$ cat config.mk
export PLATFORM = sky130hd
export DESIGN_NAME = plane_latch_shifter
export DESIGN_NICKNAME = d
export VERILOG_FILES = /design/src/design/plane_latch_pkg.sv /design/src/design/plane_latch_shifter.sv /design/src/design/pin_sync.sv
export SDC_FILE = /design/constraint.sdc
export NUM_CORES = 1
export LEC_CHECK = 0
export BUFFER_PORTS_ARGS = -buffer_cell sky130_fd_sc_hd__buf_2
export CAP_MARGIN = 15
export CORE_ASPECT_RATIO = 1.4
export CORE_MARGIN = 2
export CORE_UTILIZATION = 32
export CTS_CLUSTER_SIZE = 10
export DETAILED_ROUTE_END_ITERATION = 16
export MAX_ROUTING_LAYER = met4
export SYNTH_ARGS = -nofsm -noshare
export SYNTH_HDL_FRONTEND = slang
export SYNTH_SLANG_ARGS = --single-unit
$ cat constraint.sdc
create_clock -name sys_clk_i -period 1.4 [get_ports sys_clk_i]
set_input_delay 0.35 -clock sys_clk_i [delete_from_list [all_inputs] [get_ports sys_clk_i]]
set_output_delay 0.35 -clock sys_clk_i [all_outputs]
set_load 0.02 [all_outputs]
$ cat src/design/plane_latch_pkg.sv
/*
  Shared constants for the plane latch and shifter data path: bus widths,
  synchroniser depth and the bit layout of the synchronised input vector.
  Assumes nothing; it is included by compile order only.
*/
package plane_latch_pkg;
  localparam int PLANE_W      = 8;
  localparam int PLANES       = 4;
  localparam int SEL_W        = 2;
  localparam int SYNC_STAGES  = 2;
  // Positions inside the synchronised input vector.
  localparam int POS_READ_N   = 0;
  localparam int POS_FETCH_N  = 1;
  localparam int POS_PIXCLK   = 2;
  localparam int POS_SHLOAD   = 3;
  localparam int POS_MRD_N    = 4;
  localparam int POS_IOW_N    = 5;
  localparam int POS_DRIVE_N  = 6;
  localparam int POS_TEXT     = 7;
  localparam int POS_SEL      = 8;
  localparam int POS_PLANES   = POS_SEL + SEL_W;
  localparam int POS_HOST     = POS_PLANES + PLANES * PLANE_W;
  localparam int SYNC_W       = POS_HOST + PLANE_W;
  // Reset values.
  localparam logic [PLANE_W-1:0] BYTE_RST = 8'h00;
  localparam logic [3:0]         CODE_RST = 4'h0;
  // Synchroniser reset: active-low strobes idle high. A zero here would make
  // a false read edge, write and plane drive while the stages refill.
  localparam logic [SYNC_W-1:0] SYNC_RST = SYNC_W'((1 << POS_READ_N) | (1 << POS_FETCH_N) | (1 << POS_MRD_N)
                                                   | (1 << POS_IOW_N) | (1 << POS_DRIVE_N));
  // Plane 1 bits passed straight through in text mode.
  localparam int TEXT_LSB     = 0;
endpackage

$ cat src/design/plane_latch_shifter.sv
/*
  Display memory data path: host read latches, refresh latches, the pixel
  shifter and the plane bus drivers of a four-plane graphics controller.
  Assumes the sequencer strobes and the pixel shift clock are slow against
  sys_clk_i, since all of them are sampled through two flip-flops.
*/
`timescale 1ns/1ps
module plane_latch_shifter (
  input  wire logic       sys_clk_i,
  input  wire logic       arst_n_i,
  input  wire logic       host_read_latch_n_i,
  input  wire logic       display_fetch_strobe_n_i,
  input  wire logic       pixel_shift_clock_i,
  input  wire logic       shift_load_sel_i,
  input  wire logic       memory_read_strobe_n_i,
  input  wire logic       io_write_strobe_n_i,
  input  wire logic       plane_drive_n_i,
  input  wire logic       text_mode_i,
  input  wire logic [1:0] read_plane_sel_i,
  input  wire logic [7:0] host_data_i,
  output logic      [7:0] host_data_o,
  output logic            host_data_oe_o,
  input  wire logic [7:0] plane0_bus_i,
  input  wire logic [7:0] plane1_bus_i,
  input  wire logic [7:0] plane2_bus_i,
  input  wire logic [7:0] plane3_bus_i,
  output logic      [7:0] plane0_bus_o,
  output logic      [7:0] plane1_bus_o,
  output logic      [7:0] plane2_bus_o,
  output logic      [7:0] plane3_bus_o,
  output logic            plane_bus_oe_o,
  output logic      [3:0] pixel_code_out_o
);
  localparam int W = plane_latch_pkg::PLANE_W;

  logic [plane_latch_pkg::SYNC_W-1:0] pins;
  logic [W-1:0]                       rd_latch [plane_latch_pkg::PLANES];
  logic [W-1:0]                       fetch_latch [plane_latch_pkg::PLANES];
  logic [W-1:0]                       shifter [plane_latch_pkg::PLANES];
  logic [W-1:0]                       write_reg;
  logic                               read_n_q;
  logic                               fetch_n_q;
  logic                               pixclk_q;

  // Rising edge of a synchronised level against its previous sample.
  function automatic logic rose(input logic prev, input logic now);
    return !prev && now;
  endfunction

  // Every pin, data included, passes the same two stages so that data and
  // the strobe that qualifies it stay aligned to the same cycle.
  pin_sync #(
    .WIDTH   (plane_latch_pkg::SYNC_W),
    .RST_VAL (plane_latch_pkg::SYNC_RST)
  ) u_sync (
    .sys_clk_i (sys_clk_i),
    .arst_n_i  (arst_n_i),
    .async_i   ({host_data_i, plane3_bus_i, plane2_bus_i, plane1_bus_i, plane0_bus_i,
                 read_plane_sel_i, text_mode_i, plane_drive_n_i, io_write_strobe_n_i,
                 memory_read_strobe_n_i, shift_load_sel_i, pixel_shift_clock_i,
                 display_fetch_strobe_n_i, host_read_latch_n_i}),
    .sync_o    (pins)
  );

  // Named views of the synchronised pins.
  wire         read_n   = pins[plane_latch_pkg::POS_READ_N];
  wire         fetch_n  = pins[plane_latch_pkg::POS_FETCH_N];
  wire         pixclk   = pins[plane_latch_pkg::POS_PIXCLK];
  wire         shload   = pins[plane_latch_pkg::POS_SHLOAD];
  wire         mrd_n    = pins[plane_latch_pkg::POS_MRD_N];
  wire         iow_n    = pins[plane_latch_pkg::POS_IOW_N];
  wire         drive_n  = pins[plane_latch_pkg::POS_DRIVE_N];
  wire         text     = pins[plane_latch_pkg::POS_TEXT];
  wire [1:0]   rd_sel   = pins[plane_latch_pkg::POS_SEL +: plane_latch_pkg::SEL_W];
  wire [W-1:0] host_in  = pins[plane_latch_pkg::POS_HOST +: W];
  wire [W-1:0] plane_in [plane_latch_pkg::PLANES];

  for (genvar p = 0; p < plane_latch_pkg::PLANES; p++)
  begin : g_plane_view
    assign plane_in[p] = pins[plane_latch_pkg::POS_PLANES + p * W +: W];
  end

  // Edge events and the next pixel code.
  wire       read_rise  = rose(read_n_q, read_n);
  wire       fetch_rise = rose(fetch_n_q, fetch_n);
  wire       pix_rise   = rose(pixclk_q, pixclk);
  wire       host_start = read_rise && !mrd_n;
  wire [3:0] graph_code = {shifter[3][W-1], shifter[2][W-1], shifter[1][W-1], shifter[0][W-1]};
  wire [3:0] next_code  = text ? plane_in[1][plane_latch_pkg::TEXT_LSB +: 4] : graph_code;

  // Previous samples for edge detection.
  always_ff @(posedge sys_clk_i or negedge arst_n_i)
  begin
    if (!arst_n_i)
    begin
      read_n_q  <= 1'b1;
      fetch_n_q <= 1'b1;
      pixclk_q  <= 1'b0;
    end
    else
    begin
      read_n_q  <= read_n;
      fetch_n_q <= fetch_n;
      pixclk_q  <= pixclk;
    end
  end

  // Per-plane latches and shifters; the shifter works only on a pixel edge.
  for (genvar p = 0; p < plane_latch_pkg::PLANES; p++)
  begin : g_plane
    always_ff @(posedge sys_clk_i or negedge arst_n_i)
    begin
      if (!arst_n_i)
      begin
        rd_latch[p]    <= plane_latch_pkg::BYTE_RST;
        fetch_latch[p] <= plane_latch_pkg::BYTE_RST;
        shifter[p]     <= plane_latch_pkg::BYTE_RST;
      end
      else
      begin
        if (!read_n)
          rd_latch[p] <= plane_in[p];
        if (fetch_rise)
          fetch_latch[p] <= plane_in[p];
        if (pix_rise && !shload)
          shifter[p] <= fetch_latch[p];
        else if (pix_rise)
          shifter[p] <= {shifter[p][W-2:0], 1'b0};
      end
    end
  end

  // Host side: the read answer stands until memory read is released. The
  // start wins over the release so a back-to-back read is never dropped.
  always_ff @(posedge sys_clk_i or negedge arst_n_i)
  begin
    if (!arst_n_i)
    begin
      host_data_o    <= plane_latch_pkg::BYTE_RST;
      host_data_oe_o <= 1'b0;
      write_reg      <= plane_latch_pkg::BYTE_RST;
    end
    else
    begin
      if (host_start)
      begin
        host_data_o    <= rd_latch[rd_sel];
        host_data_oe_o <= 1'b1;
      end
      else if (mrd_n)
        host_data_oe_o <= 1'b0;
      if (!iow_n)
        write_reg <= host_in;
    end
  end

  // Plane drivers and pixel code output, all registered.
  always_ff @(posedge sys_clk_i or negedge arst_n_i)
  begin
    if (!arst_n_i)
    begin
      plane0_bus_o     <= plane_latch_pkg::BYTE_RST;
      plane1_bus_o     <= plane_latch_pkg::BYTE_RST;
      plane2_bus_o     <= plane_latch_pkg::BYTE_RST;
      plane3_bus_o     <= plane_latch_pkg::BYTE_RST;
      plane_bus_oe_o   <= 1'b0;
      pixel_code_out_o <= plane_latch_pkg::CODE_RST;
    end
    else
    begin
      plane0_bus_o     <= write_reg;
      plane1_bus_o     <= write_reg;
      plane2_bus_o     <= write_reg;
      plane3_bus_o     <= write_reg;
      plane_bus_oe_o   <= !drive_n;
      pixel_code_out_o <= next_code;
    end
  end
endmodule // plane_latch_shifter

$ cat src/design/pin_sync.sv
/*
  Two-flop synchroniser for a vector of pin inputs.
  Assumes every bit is sampled independently; a multi-bit value is only
  trusted when the strobe that qualifies it is stable around it.
*/
`timescale 1ns/1ps
module pin_sync #(
  parameter int               WIDTH   = 8,
  parameter logic [WIDTH-1:0] RST_VAL = '0
) (
  input  wire logic             sys_clk_i,
  input  wire logic             arst_n_i,
  input  wire logic [WIDTH-1:0] async_i,
  output logic      [WIDTH-1:0] sync_o
);
  logic [WIDTH-1:0] meta;

  // Refuse a width that leaves nothing to synchronise.
  if (WIDTH < 1)
  begin : g_width_check
    $error("pin_sync needs WIDTH of at least one");
  end

  // The first stage feeds only the second; nothing else may look at it.
  always_ff @(posedge sys_clk_i or negedge arst_n_i)
  begin
    if (!arst_n_i)
    begin
      meta   <= RST_VAL;
      sync_o <= RST_VAL;
    end
    else
    begin
      meta   <= async_i;
      sync_o <= meta;
    end
  end
endmodule // pin_sync

==> metrics.yaml, run 1 <==
synthesis:
  syn_area_per_cell_sq_um: 18.20
  synth_warnings: 0
  synth_cells: 435
  synth-xor-area-share: 0
  ys_seq_area_frac: 0.7257
  synthTopCellsByArea: "dfrtp_1 (69%), mux2_2 (20%), dfstp_2 (4.0%), buf_4 (2.3%), mux4_2 (2.3%)"
  synth_seq_cells: 229
  synth_top_family_by_area: "multiplexers"
  ys_types: 16
  synthSimpleGateAreaFrac: 0.007901
  synth_mux_area_frac: 0.2276
  synth.top_cell.area_share: 0.6858
  synth.largest_area_cell: "dfrtp_1"
  synthAdderAreaFrac: 0
  synth_compound_area_frac: 0.0006321
  postSynthNetCount: 487
  synth_area_sq_um: 7918
timing:
  rsz0062_at_grt: "yes"
  clock.fmax_mhz: 694.5
  fin_skew_ps: 8.471
  slew_headroom: 0.7334
  finalMaxSlewViolations: 0
  period_minus_slack_ps: 1440
  setup_violations: 55
  setup-tns-final_ps: -1257
  hold_viol: 0
  fin_crit_sh: 1.029
  tightestPinTransition_ps: 399.9
  fin_ws_ps: -39.91
floorplanning:
  core_area_sq_um: 24500
  start_util: 0.3231
  die_area_sq_um: 26030
  die_h_um: 190.1
  io_pins: 98
  die_x_um: 136.9
  num_rows: 68
drt:
  drt-total-wl_um: 14410
  dr.pass1.iters: 4
  vias_per_cell: 4.318
  num_vias: 3990
  ant_nets: 0
  drc: 0
  wire_per_inst_um: 15.60
  drtIter0Drc: 98
clock_tree:
  clk_pin_slew_ps: 60
  cts-root-buf: "clkbuf_16"
  cts_sinks: 229
  cts_buffer_depth: 3
  cts_tree: "yes"
  htree_levels: 1
  clock_latency_ps: 510
  numCtsBuffers: 26
layout:
  post-route-cell-area_sq_um: 10350
  fillerInstances: 2191
  mostFrequentLayoutCells: "dfrtp_1 (212), mux2_2 (132), buf_2 (58)"
  reg_top3: "u_sync.meta (50), u_sync.sync_o (50)"
  layout_commonest_cell: "dfrtp_1"
  final_cells: 924
  drive_gt1_frac: 0.5280
  area.growth.synth_to_final_pct: 30.72
  final_nets: 649
setup_path:
  critPathArrivalTime_ps: 1090
  critPathMaxFanout: 4
  slowest_delay_ps: 440
  critPathLaunch: "plane3_bus_o[7]"
  path_class: "flop to output port"
  cp-start-kind: "flop"
  r2r_cells: 3
  cp.depth: 1
  cp.required_ps: 1050
  crit_family: "flip-flops"
  crit_slowest_cell: "dfrtp_2"
  crit_chain: "buf_6"
  r2r-start: "u_sync.sync_o[8]"
  end_kind: "output port"
  critPathBufInv: 1
hold_path:
  holdPathStages: 0
  hold_start: "u_sync.meta[16]"
  hold_path.class: "flop to flop"
global_route:
  grt_pass1_wl_um: 23520
  overflow: 0
  grtUsageTotal: 0.1185
  grt_pass1_vias: 4557
  grt_max_degree: 45
  antenna_found_initial: 1
power_and_ir_drop:
  switching_share: 0.2305
  total_power_mw: 16.02
  combPwrFrac: 0.139
  powerDensity_nw_per_um2: 1547
  p_seq_frac: 0.495
  power_switching_mw: 3.691
  internal_power_mw: 12.32
  cellLeakagePower_nw: 4.561
  ir_drop_mv: 0.9170
  p_clk_frac: 0.366
place:
  dp_cells: 822
  hpwl_um: 9335
  placed_area_sq_um: 8785
  place.gp.congestion: 0.7247
  io_buffers: 97
  dpl_worst_slack_ps: -36.34
outcome:
  outcome: "finished, violations left"
  violations: "negative setup slack"
run:
  cap_violations: 0
-- path summary, 6_finish.rpt --
| check | slack, ps | to |
|---|---|---|
| worst max-delay path | -40 | plane2_bus_o[7] |
| worst min-delay path | 340 | u_sync.sync_o[16] |
| worst max register to register | -30 | host_data_o[4] |
| worst min register to register | 340 | u_sync.sync_o[16] |
| max in group asynchronous | 470 | u_sync.meta[1] |
| min in group asynchronous | 350 | u_sync.sync_o[15] |
-- per-stage QoR --
| step | hold WS, ps | utilization |
|---|---|---|
| after global placement | 284.7 | 0.3585 |
| after CTS | 341.7 | 0.4150 |
| final | 339.6 | 0.4224 |
| after detailed placement | 287.5 | 0.3585 |
| after global routing | 348.7 | 0.4224 |
| after floorplan | 54.41 | - |
-- cell families after synthesis --
logic type | Yosys count
compound gates | 1
mux | 152
flops | 229
simple gates | 8
buf+inv | 45
-- power groups by stage --
stage / registers [mW] / logic (mW) / clock network, mW
2_1_floorplan: 7.98 / 1.16 / 0
4_1_cts: 7.92 / 2.12 / 6.09
3_5_place_dp: 8.02 / 1.81 / 0
5_1_grt: 8.03 / 2.43 / 6.37
6_report: 7.93 / 2.23 / 5.86
3_3_place_gp: 7.97 / 1.76 / 0
-- cells in the mapped netlist --
master    instances
clkbuf_2          1
nand2b_1          1
mux2_2          140
nor2b_1           6
inv_1             2
a21oi_1           1
buf_4            24
buf_1             1
buf_2            10
dfrtp_1         217
nor3b_4           1
dfstp_2          12
mux4_2            8
mux2_1            4
clkbuf_1          3
buf_6             4
-- layer usage --
metal	routed length, um	GRT usage	vias up
li1	-	-	1793
met1	5805	0.1348	2053
met2	7553	0.2063	112
met4	478	0.04758	0
met3	574	0.01918	32
met5	0	-	-
-- what timing repair did --
action	CTS	global route
endpoints found under the hold margin	84	0
hold buffers	51	0
buffers inserted	6	5
gates resized for setup	33	49
endpoints found under the setup margin	81	84
-- cell type report --
cell class                 instances  area [sq um]  area share
sequential                       229          5752      0.5557
tap                              315         394.1     0.03808
inverter                           2         7.507   0.0007253
antenna                            1         2.502   0.0002418
multi-input combinational        161          1909      0.1845
clock buffer                      39         720.7     0.06963
timing repair buffer             177          1564      0.1511
Power figures use the tool's default switching activity.
==> run 2: changes to the inputs <==
==> constraint.sdc (replaced) <==
create_clock -name sys_clk_i -period 1.36 [get_ports sys_clk_i]
set_input_delay 0.34 -clock sys_clk_i [delete_from_list [all_inputs] [get_ports sys_clk_i]]
set_output_delay 0.34 -clock sys_clk_i [all_outputs]
set_load 0.02 [all_outputs]
==> run 2 against run 1 <==
The flow still finishes with violations (negative setup slack); die area did not move; cell area up 4.0%; critical endpoint is now plane0_bus_o[6]; count of clock-buffer cells in the layout up 8.
==> metrics.yaml, run 2 (synthesized netlist as in run 1, its figures left out) <==
clock_tree:
  numCtsBuffers: 27  # +3.8%
  htree_levels: 1  # unchanged
  cts_tree: "yes"
  clock_latency_ps: 510  # about the same
  cts_buffer_depth: 3  # unchanged
  cts_sinks: 229  # unchanged
  clk_pin_slew_ps: 50  # about the same
  cts-root-buf: "clkbuf_16"
drt:
  num_vias: 4013  # +0.58%
  vias_per_cell: 4.310  # -0.18%
  ant_nets: 0  # unchanged
  dr.pass1.iters: 4  # unchanged
  drc: 0  # unchanged
  wire_per_inst_um: 16.45  # +5.5%
  drt-total-wl_um: 15320  # +6.3%
  drtIter0Drc: 194  # +98%
power_and_ir_drop:
  ir_drop_mv: 0.8614  # -6.1%
  powerDensity_nw_per_um2: 1590  # +2.7%
  cellLeakagePower_nw: 4.895  # +7.3%
layout:
  final_nets: 649  # unchanged
  reg_top3: "u_sync.meta (50), u_sync.sync_o (50)"
  mostFrequentLayoutCells: "dfrtp_1 (214), mux2_4 (80), mux2_2 (64)"
  drive_gt1_frac: 0.5276  # about the same
  fin_util: 0.4392  # +0.01680
  layout_commonest_cell: "dfrtp_1"
  area.growth.synth_to_final_pct: 35.92
  antenna_cells: 0  # -1
  final_cells: 931  # +0.76%
setup_path:
  path_class: "flop to output port"
  crit_family: "flip-flops"
  end_kind: "output port"
  critPathArrivalTime_ps: 1090  # about the same
  crit_chain: "buf_4"
  critPathMaxFanout: 4  # unchanged
  critPathBufInv: 1  # unchanged
  crit_slowest_cell: "dfrtp_1"
  rrSetupSlack_ps: -70  # -40 ps
  cp-start-kind: "flop"
  cp.required_ps: 1020  # -30 ps
  slowest_delay_ps: 410  # -30 ps
floorplanning:
  io_pins: 98  # unchanged
  die_h_um: 190.1  # unchanged
  start_util: 0.3231  # unchanged
  num_rows: 68  # unchanged
  die_x_um: 136.9  # unchanged
  die_area_sq_um: 26030  # unchanged
  core_area_sq_um: 24500  # unchanged
place:
  place.gp.congestion: 0.7459  # +2.9%
  io_buffers: 97  # unchanged
  hpwl_um: 9417  # +0.88%
  dp_cells: 819  # -0.36%
global_route:
  met2_usage: 0.2030  # -0.003253
  grtUsageMet1: 0.1318  # -0.003045
  busiest_layer: "met2"
  grt_pass1_vias: 4453  # -2.3%
  grt_pass1_wl_um: 23050  # -2.0%
  use_met3: 0.01865  # -0.0005329
  grtUsageTotal: 0.1159  # -0.002655
  overflow: 0  # unchanged
  antenna_found_initial: 0  # -1
  grt_max_degree: 52  # +16%
timing:
  setup-tns-final_ps: -3598  # -2341 ps
  fin_ws_ps: -69.08  # -29.17 ps
  setup_violations: 101  # +84%
  period_minus_slack_ps: 1429
  clock.fmax_mhz: 699.8
  slew_headroom: 0.7808  # +0.04740
  hold_viol: 0  # unchanged
  fin_skew_ps: 18.14  # +9.669 ps
  fin_crit_sh: 1.051
  rsz0062_at_grt: "yes"
  finalMaxSlewViolations: 0  # unchanged
  tightestPinTransition_ps: 328.8  # -71.10 ps
outcome:
  outcome: "finished, violations left"
  violations: "negative setup slack"
hold_path:
  hold_path.class: "input port to async pin"
run:
  cap_violations: 0  # unchanged
run 2: changes by cell type in the layout (fill, tap and decap cells not counted), sizes merged:
cell / before / now
clkbuf: 39 / 51
clkinv: 0 / 1
diode: 1 / 0
buf: 126 / 121
run 2: final cells by class:
| type | instances | area, sq um |
|---|---|---|
| clock buffers | 47 | 770.7 |
| clock inverters | 1 | 8.758 |
| fillers | 2172 | 13740 |
| inverters | 2 | 7.507 |
| multi-input cells | 161 | 2180 |
| flip-flops and latches | 229 | 5749 |
| well taps | 315 | 394.1 |
| repair buffers | 176 | 1652 |
run 2: path summary, 6_finish.rpt:
kind	from	end	depth (start not counted)
min	arst_n_i	u_sync.meta[35]	2
max reg2reg	u_sync.sync_o[1]	fetch_latch[1]	4
max	plane3_bus_o[6]	plane0_bus_o[6]	1
min reg2reg	u_sync.meta[17]	u_sync.sync_o[17]	0
min in group sys_clk_i	u_sync.meta[17]	u_sync.sync_o[17]	0
max in group asynchronous	arst_n_i	u_sync.sync_o[4]	3
run 2: repair_timing:
action / 4_1_cts / 5_1_grt
setup endpoints to repair: 80 / 93
buffers inserted: 2 / 6
hold endpoints to repair: 246 / 0
hold buffers: 51 / 0
cloned: 0 / 5
gates resized for setup: 44 / 80
run 2: power breakdown:
| group | total (mW) | leakage, nW | internal [mW] | switching, mW |
|---|---|---|---|---|
| combinational | 2.59 | 1.85 | 1.67 | 0.922 |
| sequential | 8.22 | 2.68 | 7.68 | 0.535 |
| clock | 6.30 | 0.372 | 3.79 | 2.51 |
run 2: worst register-to-register path: stages, from the launching register on:
cell and delay [ps]:
dfstp_2 530, nor2b_4 160, buf_12 150, clkbuf_16 170
mux2_4 300
run 2: routing by layer:
layer / up-vias / wire [um]
li1: 1795 / -
met1: 2096 / 6117
met2: 95 / 8190
met3: 27 / 594
met4: 0 / 414
met5: - / 0
run 2: stage by stage:
stage          cell area (sq um)  setup WS, ps  hold slack (ps)  power (mW)
2_1_floorplan               8051        -110.8            44.41       9.484
3_3_place_gp                8870        -19.93            190.1       10.12
3_5_place_dp                8870        -47.25            193.9       10.20
4_1_cts                    10310        -94.53            252.1       16.95
5_1_grt                    10760        -115.8            258.0       17.91
6_report                   10760        -69.08            267.7       17.11
